**src/rtl/dbg_match_pkg.sv**
```systemverilog
// Shared constants and carriers for watchpoint linking, masking and vector catch
package dbg_match_pkg;

    // Register byte offsets
    localparam logic [11:0] VCATCH_OFFSET = 12'h01c;
    localparam logic [11:0] VCATCH_STATUS_OFFSET = 12'h0f0;
    localparam logic [11:0] WATCH_VALUE_BASE = 12'h180;
    localparam logic [11:0] WATCH_CONTROL_BASE = 12'h1c0;

    // Watch control field positions
    localparam int WC_ENABLE_POS = 0;
    localparam int WC_BAS_LSB = 5;
    localparam int WC_LINK_BP_LSB = 16;
    localparam int WC_LINK_EN_POS = 20;
    localparam int WC_MASK_LSB = 24;
    localparam logic [4:0] WC_MASK_FIRST_LEGAL = 5'h03;

    // Implemented catch bits
    localparam logic [31:0] VC_LOW_BITS = 32'h0000_00df;
    localparam logic [31:0] VC_UPPER_BITS = 32'hde00_dc00;

    // Vector addresses
    localparam logic [31:0] VC_LOW_BASE = 32'h0000_0000;
    localparam logic [31:0] VC_HIGH_BASE = 32'hffff_0000;
    localparam int VC_IRQ_SLOT = 6;
    localparam int VC_FIQ_SLOT = 7;
    localparam int VC_RESET_SLOT = 0;

    // Reset values
    localparam logic [31:0] VCATCH_RESET = 32'h0000_0000;
    localparam logic [31:0] WORD_RESET = 32'h0000_0000;

    typedef struct packed {
        logic [4:0] mask;
        logic link_en;
        logic [3:0] link_bp;
        logic [7:0] bas;
        logic en;
    } watch_ctrl_t;

    typedef struct packed {
        logic [31:0] secure_vector_base;
        logic [31:0] nonsecure_vector_base;
        logic [31:0] monitor_vector_base;
        logic [31:0] secure_irq_addr;
        logic [31:0] secure_fiq_addr;
        logic [31:0] nonsecure_irq_addr;
        logic [31:0] nonsecure_fiq_addr;
    } vector_bases_t;

    localparam watch_ctrl_t WATCH_CTRL_RESET = '{
        mask: 5'h00, link_en: 1'b0, link_bp: 4'h0, bas: 8'h00, en: 1'b0};

endpackage

```
**src/rtl/watch_link_mask_vector_catch.sv**
```systemverilog
// Watchpoint link/mask compare and vector catch event logic with register port
// Operation
// Linked breakpoint number picks the breakpoint unit a watchpoint combines with.
// Software keeps the linked number zero while linking is off.
// Linking on makes the watch hit need the selected breakpoint unit match.
// Software sets the linked breakpoint unit for context-ID matching.
// Mask value n of three or more drops the low n address bits.
// Without mask support the mask field reads zero and ignores writes.
// Software sets all byte-select bits whenever the mask is nonzero.
// Software zeroes value bits that the mask removes.
// Debuggers use mask three with all byte selects for 8-byte objects.
// Enabled catch plus committed fetch from its vector raises a debug event.
// Catch compares the vector's upper 30 bits, hitting any byte of the word.
// Catch fires on any fetch from the vector, exception entry or not.
// Low byte catch bits seven, six and four to zero always exist.
// Upper catch bits exist only with security extensions, else read zero.
// With upper bits, bits 15:0 catch secure only, 31:25 nonsecure only.
// Nonsecure catches use nonsecure base plus offset, or high vectors.
// Monitor catches use monitor base plus offset, unaffected by high vectors.
// Secure low catches use secure base or high vectors; reset is absolute.
// Vectored interrupts make irq and fiq catches use latest handler address.
// Without security extensions catches use fixed absolute or high addresses.
// Security extensions with low byte only catch in either world, current base.
// Catch bits reset to zero; debugger programs them before enabling debug.
// Watch enable gates the watchpoint; link and mask act only when enabled.
// A catch is one event, given only for a committing instruction.
//
// The implementer's own choice: the address-and-strobe port.
module watch_link_mask_vector_catch #(
    parameter int NUM_WATCH = 4,
    parameter int NUM_BREAK = 16,
    parameter int BAS_BITS = 8,
    parameter bit MASK_IMPL = 1'b1,
    parameter bit SECURITY_EXT = 1'b1,
    parameter bit UPPER_CATCH = 1'b1
) (
    // Clock and reset
    input wire logic i_clock,
    input wire logic i_resetn,
    // Register port
    input wire logic [11:0] i_address,
    input wire logic [31:0] i_write_data,
    input wire logic i_write_strobe,
    input wire logic i_read_strobe,
    output logic [31:0] o_read_data,
    // Processor state
    input wire logic i_secure_world,
    input wire logic i_high_vectors,
    input wire logic i_vectored_irq_enable,
    input wire dbg_match_pkg::vector_bases_t i_bases,
    // Instruction fetch path
    input wire logic [31:0] i_fetch_addr,
    input wire logic i_fetch_commit,
    // Load/store path
    input wire logic [31:0] i_data_addr,
    input wire logic i_data_valid,
    input wire logic [NUM_BREAK-1:0] i_break_link_match,
    // Debug events
    output logic o_vector_catch,
    output logic [31:0] o_vector_catch_bits,
    output logic [NUM_WATCH-1:0] o_watch_hit
);

    // Sizes beyond the 12-bit decode and 4-bit link select are refused
    if (NUM_WATCH < 1 || NUM_WATCH > 16) begin : gen_bad_watch
        $error("NUM_WATCH must be 1 to 16");
    end
    if (NUM_BREAK < 1 || NUM_BREAK > 16) begin : gen_bad_break
        $error("NUM_BREAK must be 1 to 16");
    end
    if (BAS_BITS != 4 && BAS_BITS != 8) begin : gen_bad_bas
        $error("BAS_BITS must be 4 or 8");
    end
    // Upper catch bits only make sense with a world split
    if (UPPER_CATCH && !SECURITY_EXT) begin : gen_bad_upper
        $error("UPPER_CATCH needs SECURITY_EXT");
    end

    localparam int LANE_W = (BAS_BITS == 8) ? 3 : 2;
    localparam logic [31:0] VC_IMPL = UPPER_CATCH ?
        (dbg_match_pkg::VC_LOW_BITS | dbg_match_pkg::VC_UPPER_BITS) :
        dbg_match_pkg::VC_LOW_BITS;
    localparam logic [7:0] BAS_IMPL = (BAS_BITS == 8) ? 8'hff : 8'h0f;

    // Mask value to address mask; reserved values mask nothing
    function automatic logic [31:0] mask_of(input logic [4:0] m);
        logic [31:0] r;
        r = 32'h0000_0000;
        if (m >= dbg_match_pkg::WC_MASK_FIRST_LEGAL)
            r = (32'h0000_0001 << m) - 32'h0000_0001;
        return r;
    endfunction

    function automatic logic word_match(input logic [31:0] a, input logic [31:0] b);
        return a[31:2] == b[31:2];
    endfunction

    // Reset release
    logic rst_meta_q;
    logic rst_n_q;

    always_ff @(posedge i_clock or negedge i_resetn) begin
        if (!i_resetn) begin
            rst_meta_q <= 1'b0;
            rst_n_q <= 1'b0;
        end else begin
            rst_meta_q <= 1'b1;
            rst_n_q <= rst_meta_q;
        end
    end

    // Register state
    logic [31:0] vcatch_q;
    logic [31:0] vcatch_status_q;
    logic [31:0] watch_value_q [NUM_WATCH];
    dbg_match_pkg::watch_ctrl_t watch_ctrl_q [NUM_WATCH];

    logic wr_vcatch;
    logic [NUM_WATCH-1:0] wr_wvalue;
    logic [NUM_WATCH-1:0] wr_wctrl;

    always_comb begin
        wr_vcatch = i_write_strobe && i_address == dbg_match_pkg::VCATCH_OFFSET;
        for (int n = 0; n < NUM_WATCH; n++) begin
            wr_wvalue[n] = i_write_strobe &&
                i_address == dbg_match_pkg::WATCH_VALUE_BASE + 12'(4 * n);
            wr_wctrl[n] = i_write_strobe &&
                i_address == dbg_match_pkg::WATCH_CONTROL_BASE + 12'(4 * n);
        end
    end

    // Defined reset for every catch bit, absent bits never store
    always_ff @(posedge i_clock or negedge rst_n_q) begin
        if (!rst_n_q)
            vcatch_q <= dbg_match_pkg::VCATCH_RESET;
        else if (wr_vcatch)
            vcatch_q <= i_write_data & VC_IMPL;
    end

    genvar g;
    generate
        for (g = 0; g < NUM_WATCH; g++) begin : gen_watch_regs
            always_ff @(posedge i_clock or negedge rst_n_q) begin
                if (!rst_n_q) begin
                    watch_value_q[g] <= dbg_match_pkg::WORD_RESET;
                end else if (wr_wvalue[g]) begin
                    watch_value_q[g] <= {i_write_data[31:2], 2'b00};
                end
            end

            always_ff @(posedge i_clock or negedge rst_n_q) begin
                if (!rst_n_q) begin
                    watch_ctrl_q[g] <= dbg_match_pkg::WATCH_CTRL_RESET;
                end else if (wr_wctrl[g]) begin
                    watch_ctrl_q[g].en <= i_write_data[dbg_match_pkg::WC_ENABLE_POS];
                    // Upper selects drop on narrow units so one program suits both
                    watch_ctrl_q[g].bas <= i_write_data[dbg_match_pkg::WC_BAS_LSB +: 8]
                        & BAS_IMPL;
                    watch_ctrl_q[g].link_bp <= i_write_data[dbg_match_pkg::WC_LINK_BP_LSB +: 4];
                    watch_ctrl_q[g].link_en <= i_write_data[dbg_match_pkg::WC_LINK_EN_POS];
                    watch_ctrl_q[g].mask <= MASK_IMPL ?
                        i_write_data[dbg_match_pkg::WC_MASK_LSB +: 5] : 5'h00;
                end
            end
        end
    endgenerate

    // Read port, data valid only in the cycle after the strobe
    logic [31:0] read_d;

    always_comb begin
        read_d = 32'h0000_0000;
        if (i_address == dbg_match_pkg::VCATCH_OFFSET)
            read_d = vcatch_q & VC_IMPL;
        if (i_address == dbg_match_pkg::VCATCH_STATUS_OFFSET)
            read_d = vcatch_status_q;
        for (int n = 0; n < NUM_WATCH; n++) begin
            if (i_address == dbg_match_pkg::WATCH_VALUE_BASE + 12'(4 * n))
                read_d = watch_value_q[n];
            if (i_address == dbg_match_pkg::WATCH_CONTROL_BASE + 12'(4 * n)) begin
                read_d[dbg_match_pkg::WC_ENABLE_POS] = watch_ctrl_q[n].en;
                read_d[dbg_match_pkg::WC_BAS_LSB +: 8] = watch_ctrl_q[n].bas;
                read_d[dbg_match_pkg::WC_LINK_BP_LSB +: 4] = watch_ctrl_q[n].link_bp;
                read_d[dbg_match_pkg::WC_LINK_EN_POS] = watch_ctrl_q[n].link_en;
                read_d[dbg_match_pkg::WC_MASK_LSB +: 5] = watch_ctrl_q[n].mask;
            end
        end
    end

    always_ff @(posedge i_clock or negedge rst_n_q) begin
        if (!rst_n_q)
            o_read_data <= 32'h0000_0000;
        else if (i_read_strobe)
            o_read_data <= read_d;
        else
            o_read_data <= 32'h0000_0000;
    end

    // Watchpoint compare
    logic [NUM_WATCH-1:0] watch_hit_d;

    always_comb begin
        logic [31:0] cmp_mask;
        logic [31:0] lane_mask;
        logic addr_ok;
        logic lane_ok;
        logic link_ok;
        cmp_mask = 32'h0000_0000;
        lane_mask = 32'h0000_0000;
        addr_ok = 1'b0;
        lane_ok = 1'b0;
        link_ok = 1'b0;
        for (int n = 0; n < NUM_WATCH; n++) begin
            lane_mask = (32'h0000_0001 << LANE_W) - 32'h0000_0001;
            cmp_mask = mask_of(watch_ctrl_q[n].mask) | lane_mask;
            addr_ok = (i_data_addr & ~cmp_mask) == (watch_value_q[n] & ~cmp_mask);
            // Masked ranges expect all selects set, so the lane test stays valid
            lane_ok = watch_ctrl_q[n].bas[i_data_addr[LANE_W-1:0]];
            // Link select beyond the last unit never matches
            link_ok = !watch_ctrl_q[n].link_en;
            if (watch_ctrl_q[n].link_en && int'(watch_ctrl_q[n].link_bp) < NUM_BREAK)
                link_ok = i_break_link_match[watch_ctrl_q[n].link_bp];
            watch_hit_d[n] = watch_ctrl_q[n].en && i_data_valid &&
                addr_ok && lane_ok && link_ok;
        end
    end

    always_ff @(posedge i_clock or negedge rst_n_q) begin
        if (!rst_n_q)
            o_watch_hit <= '0;
        else
            o_watch_hit <= watch_hit_d;
    end

    // Vector catch targets, slot offset is slot index times four
    logic [31:0] catch_hits;

    always_comb begin
        logic [31:0] base;
        logic [31:0] target;
        logic world_ok;
        logic [2:0] slot;
        base = 32'h0000_0000;
        target = 32'h0000_0000;
        world_ok = 1'b0;
        slot = 3'h0;
        for (int i = 0; i < 32; i++) begin
            slot = 3'(i);
            world_ok = 1'b1;
            if (i < 8) begin
                if (!SECURITY_EXT)
                    base = dbg_match_pkg::VC_LOW_BASE;
                else if (UPPER_CATCH)
                    base = i_bases.secure_vector_base;
                else
                    base = i_secure_world ? i_bases.secure_vector_base :
                        i_bases.nonsecure_vector_base;
                if (i_high_vectors)
                    base = dbg_match_pkg::VC_HIGH_BASE;
                if (UPPER_CATCH)
                    world_ok = i_secure_world;
            end else if (i < 16) begin
                base = i_bases.monitor_vector_base;
                world_ok = i_secure_world;
            end else begin
                base = i_high_vectors ? dbg_match_pkg::VC_HIGH_BASE :
                    i_bases.nonsecure_vector_base;
                world_ok = !i_secure_world;
            end
            target = base + {27'h0000000, slot, 2'b00};
            if (i == dbg_match_pkg::VC_RESET_SLOT)
                target = i_high_vectors ? dbg_match_pkg::VC_HIGH_BASE :
                    dbg_match_pkg::VC_LOW_BASE;
            if (i_vectored_irq_enable && (i < 8 || i >= 24)) begin
                // Secure handlers in the low byte when upper bits exist, world is secure or security extensions are absent
                if (slot == 3'(dbg_match_pkg::VC_IRQ_SLOT))
                    target = (i < 8 && (UPPER_CATCH || i_secure_world || !SECURITY_EXT)) ?
                        i_bases.secure_irq_addr : i_bases.nonsecure_irq_addr;
                if (slot == 3'(dbg_match_pkg::VC_FIQ_SLOT))
                    target = (i < 8 && (UPPER_CATCH || i_secure_world || !SECURITY_EXT)) ?
                        i_bases.secure_fiq_addr : i_bases.nonsecure_fiq_addr;
            end
            // Any fetch inside the vector word counts
            catch_hits[i] = vcatch_q[i] && VC_IMPL[i] && world_ok &&
                word_match(i_fetch_addr, target);
        end
    end

    // One event per committed instruction; discarded fetches never commit
    always_ff @(posedge i_clock or negedge rst_n_q) begin
        if (!rst_n_q) begin
            o_vector_catch <= 1'b0;
            o_vector_catch_bits <= 32'h0000_0000;
        end else begin
            o_vector_catch <= i_fetch_commit && |catch_hits;
            o_vector_catch_bits <= i_fetch_commit ? catch_hits : 32'h0000_0000;
        end
    end

    // Last caught bits, kept until the next catch
    always_ff @(posedge i_clock or negedge rst_n_q) begin
        if (!rst_n_q)
            vcatch_status_q <= 32'h0000_0000;
        else if (i_fetch_commit && |catch_hits)
            vcatch_status_q <= catch_hits;
    end

endmodule

```
**config.mk**
```make
export PLATFORM = sky130hd
export DESIGN_NAME = watch_link_mask_vector_catch
export DESIGN_NICKNAME = d
export VERILOG_FILES = /design/src/rtl/dbg_match_pkg.sv /design/src/rtl/watch_link_mask_vector_catch.sv
export SDC_FILE = /design/constraint.sdc
export NUM_CORES = 2
export LEC_CHECK = 0
export BUFFER_PORTS_ARGS = -buffer_cell sky130_fd_sc_hd__buf_4
export CAP_MARGIN = 20
export CORE_MARGIN = 4
export CORE_UTILIZATION = 44
export DETAILED_ROUTE_END_ITERATION = 8
export PLACE_DENSITY = 0.72
export SETUP_SLACK_MARGIN = 0.2
export SLEW_MARGIN = 10
export SYNTH_ARGS = -nofsm -noshare
export SYNTH_HDL_FRONTEND = slang
export SYNTH_SLANG_ARGS = --single-unit
```
**constraint.sdc**
```tcl
create_clock -name i_clock -period 10.46 [get_ports i_clock]
set_input_delay 2.092 -clock i_clock [delete_from_list [all_inputs] [get_ports i_clock]]
set_output_delay 2.092 -clock i_clock [all_outputs]
set_load 0.05 [all_outputs]
```
==> results.md <==
- CTS buffer count: 31
- Net Sw Frac: 0.3362
- Syn Std Cell Area: 0.03034 mm2
- Avg WL per Cell: 31.30 um
- Commonest non-fill, non-tap cell in the layout: buf_4
- DR vias/cell: 6.895
- Worst path cell trace: buf_4 > buf_4 > nand2b_1 > inv_1 > ha_1 > a21oi_1 > nor2_1 > a21oi_1 > nor4_1 > o2111ai_1 > o41ai_1 > and3_1 > nand3_1 > and4_1 > a211o_1
- Final setup fails: 0
- Setup crit end kind: flip-flop
- Sequential Power Share: 0.340
- Clock skew: 0.01306 ns
- Final Hold Viols: 0
- ANT nets after route: 0
- Critical Path RT: 10.90 ns
- Vias in the first global route: 30,580
- Layout cells sized above 1: 0.2107
- Async S/R FF share, synth: 1.000
- Fin nets: 4,247
- Sw Pwr: 1.118 mW
- Worst Hold Class: reg -> reg
- Hpwl dp: 114.6 mm
- Crit-path max FO: 39
- Reg clk slew, reported paths: 0.06 ns
- Top_reg_cell synth: dfrtp_1
- Placer Congestion: 1.084
- Post-CTS Setup Bufs: 0
- Unique masters post-synth: 101
- Pin count of the biggest net entering global routing: 155
- Critical path's slowest cell: ha_1
- Number of synthesized flops with an enable pin: 0
- Vias post-DR: 32,930
- Avg Inst Size Synth: 8.247 um2
- Yosys warnings: 0
- Overall global routing resource usage: 0.3849
- Pwr Total: 3.327 mW
- Combinational share of power: 0.298
- Horiz. Die Dim: 270.6 um
- Leading area contributor after synthesis: dfrtp_1
- Die height: 270.6 um
- Slew Limit Headroom: 0.2034
- # IOs: 426
- Fin. max-slew vios: 0
- Slowest stage delay, CP: 0.61 ns
- Synth Instances: 3,679
- Site row count: 96
- Internal power: 2.208 mW
- Most frequent cells in the layout: 440 x buf_4, 373 x xnor2_1, 288 x dfrtp_1, 270 x nand2_1, 238 x nor2_1
- CP arrival: 7.56 ns
- PortBufs: 395
- DRT iter0 DRCs: 5,078
- Initial Utilization: 0.4432
- Critical path class: in -> reg
- First-pass detailed-route iteration total: 8
- First-pass GRT wire length: 212.7 mm
- Worst skew pair latency: 0.56 ns
- Die area: 0.07322 mm2
- F_max: 140.5 MHz
- H-tree levels: 1
- Post-synthesis sequential area ratio: 0.2384
- CTS Buffer Depth: 3
- Max VDD drop: 0.1034 mV
- Initial antenna violation count: 8
- Resize count post-CTS: 0
- Slew @ Worst Pin: 1.186 ns
- CTS tree: yes
- Synth area leaders: dfrtp_1 24%, xnor2_1 11%, mux2_2 8.2%
- Total power density per cell area: 95.95 mW/mm2
- Layout area overhead: 14.28%
- Post-synthesis register bit count: 289
- Final period util: 0.6806
- Root Buffer: clkbuf_16
- Max Cap Viol: 0
- RSZ-0062 raised after global routing: false
- Top cell type's share of synthesized area: 0.2384
- Family with the most delay on the worst path: simple AND/OR/NAND/NOR gates
- DRC viols: 0
- Sink Count: 289
- Core Region: 0.06847 mm2
- Status: complete, no violations
- Buffers & Inverters on Critical Path: 3
- CTS Hold Bufs: 0
- Total gr overflow: 0
- Setup Total Neg Slack: 0 ns
- Power share of the clock group: 0.362
- Static leakage: 13.89 nW
- Drt total wl: 149.5 mm
- Minimum clock period: 7.119 ns
- Worst setup SP type: primary input
cell usage after synthesis (11+ instances only):
cell type  instances
xnor2_1          373
dfrtp_1          289
nand2_1          270
nor2_1           240
mux2_2           220
clkbuf_1         214
xor2_1           213
a21oi_1          179
o21ai_0          161
nor3_1           137
nand3_1          120
nand4_1          118
nor4_1            99
inv_1             51
a31oi_1           46
nor2b_1           44
o22ai_1           41
and4_1            37
o31ai_1           36
buf_2             35
or3_1             35
a221oi_1          34
a22oi_1           34
and3_1            29
mux4_2            28
nand2b_1          28
and2_1            26
o211ai_1          26
mux2i_1           25
buf_1             24
o221ai_1          24
or4_1             24
ha_1              22
a211oi_1          21
or2_2             21
o2111ai_1         20
nand3b_1          19
a222oi_1          16
buf_4             16
a21boi_0          15
nand4b_1          15
a31o_2            13
o311ai_0          12
o31a_1            12
a2111oi_0         11
power by group through the flow:
stage / Combinational [mW] / Clock (mW) / Sequential, mW
floorplan: 0.548 / 0 / 1.16
global placement: 0.949 / 0 / 1.15
detailed placement: 0.945 / 0 / 1.15
CTS: 0.949 / 1.21 / 1.13
global route: 1.03 / 1.26 / 1.13
finish: 0.991 / 1.20 / 1.13
path summary, 6_finish.rpt:
kind                                start                      end  slack [ns]  cells past startpoint
min in group asynchronous         rst_n_q  o_vector_catch_bits[10]        0.44                      0
max in group asynchronous         rst_n_q   o_vector_catch_bits[1]        8.56                      1
hold reg to reg                rst_meta_q                  rst_n_q        0.35                      0
setup / recovery           i_high_vectors      vcatch_status_q[27]        3.34                     15
setup reg to reg              vcatch_q[6]      vcatch_status_q[27]        6.32                     10
hold / removal                 rst_meta_q                  rst_n_q        0.35                      0
metrics by stage:
step / hold slack [ns] / instances / area, um2 / util / setup slack [ns]
after CTS: 0.3604 / 4772 / 34660 / 0.5063 / 3.682
final: 0.3538 / 4776 / 34670 / 0.5064 / 3.341
after detailed placement: 0.3458 / 4716 / 33550 / 0.4900 / 3.104
after global routing: 0.3643 / 4774 / 34670 / 0.5064 / 3.225
after floorplan: 0.3312 / 3692 / 30390 / - / 1.809
after global placement: 0.3371 / 4715 / 33540 / 0.4899 / 3.180
metal layers:
metal	part of all wire	GRT usage
met1	0.39	0.5248
met2	0.43	0.5800
met3	0.12	0.09445
met4	0.057	0.1698
met5	0.00040	0.002632
area by class of cell:
class                   instances  area (um2)
fillers                      6646       33790
multi-input cells            3047       21670
flip-flops and latches        289        7236
repair buffers                442        3328
well taps                     882        1104
clock buffers                  46       912.1
inverters                      57       214.0
clock inverters                10       202.7
diodes                          3       7.507
cell families (layout without fill, tap and decap cells):
logic type / count (synthesis) / in the layout / synth area share
adders and majority gates: 27 / 27 / 0.01072
other: 2 / 18 / 0.0002475
muxes: 273 / 273 / 0.1107
buffers and inverters: 356 / 555 / 0.04994
AOI/OAI and AO/OA: 817 / 817 / 0.1828
and+or+nand+nor: 1315 / 1315 / 0.2304
DFF: 289 / 289 / 0.2384
xor gates and xnor gates: 600 / 600 / 0.1769
sequential cells by signal, summed over array words and instances, names as in the netlist:
name,cells
watch_value_q,120
vcatch_status_q,18
o_vector_catch_bits,18
vcatch_q,18
o_watch_hit,4
rst_n_q,1
watch_ctrl_q,76
o_vector_catch,1
o_read_data,32
rst_meta_q,1
(Power assumes the default switching activity.)
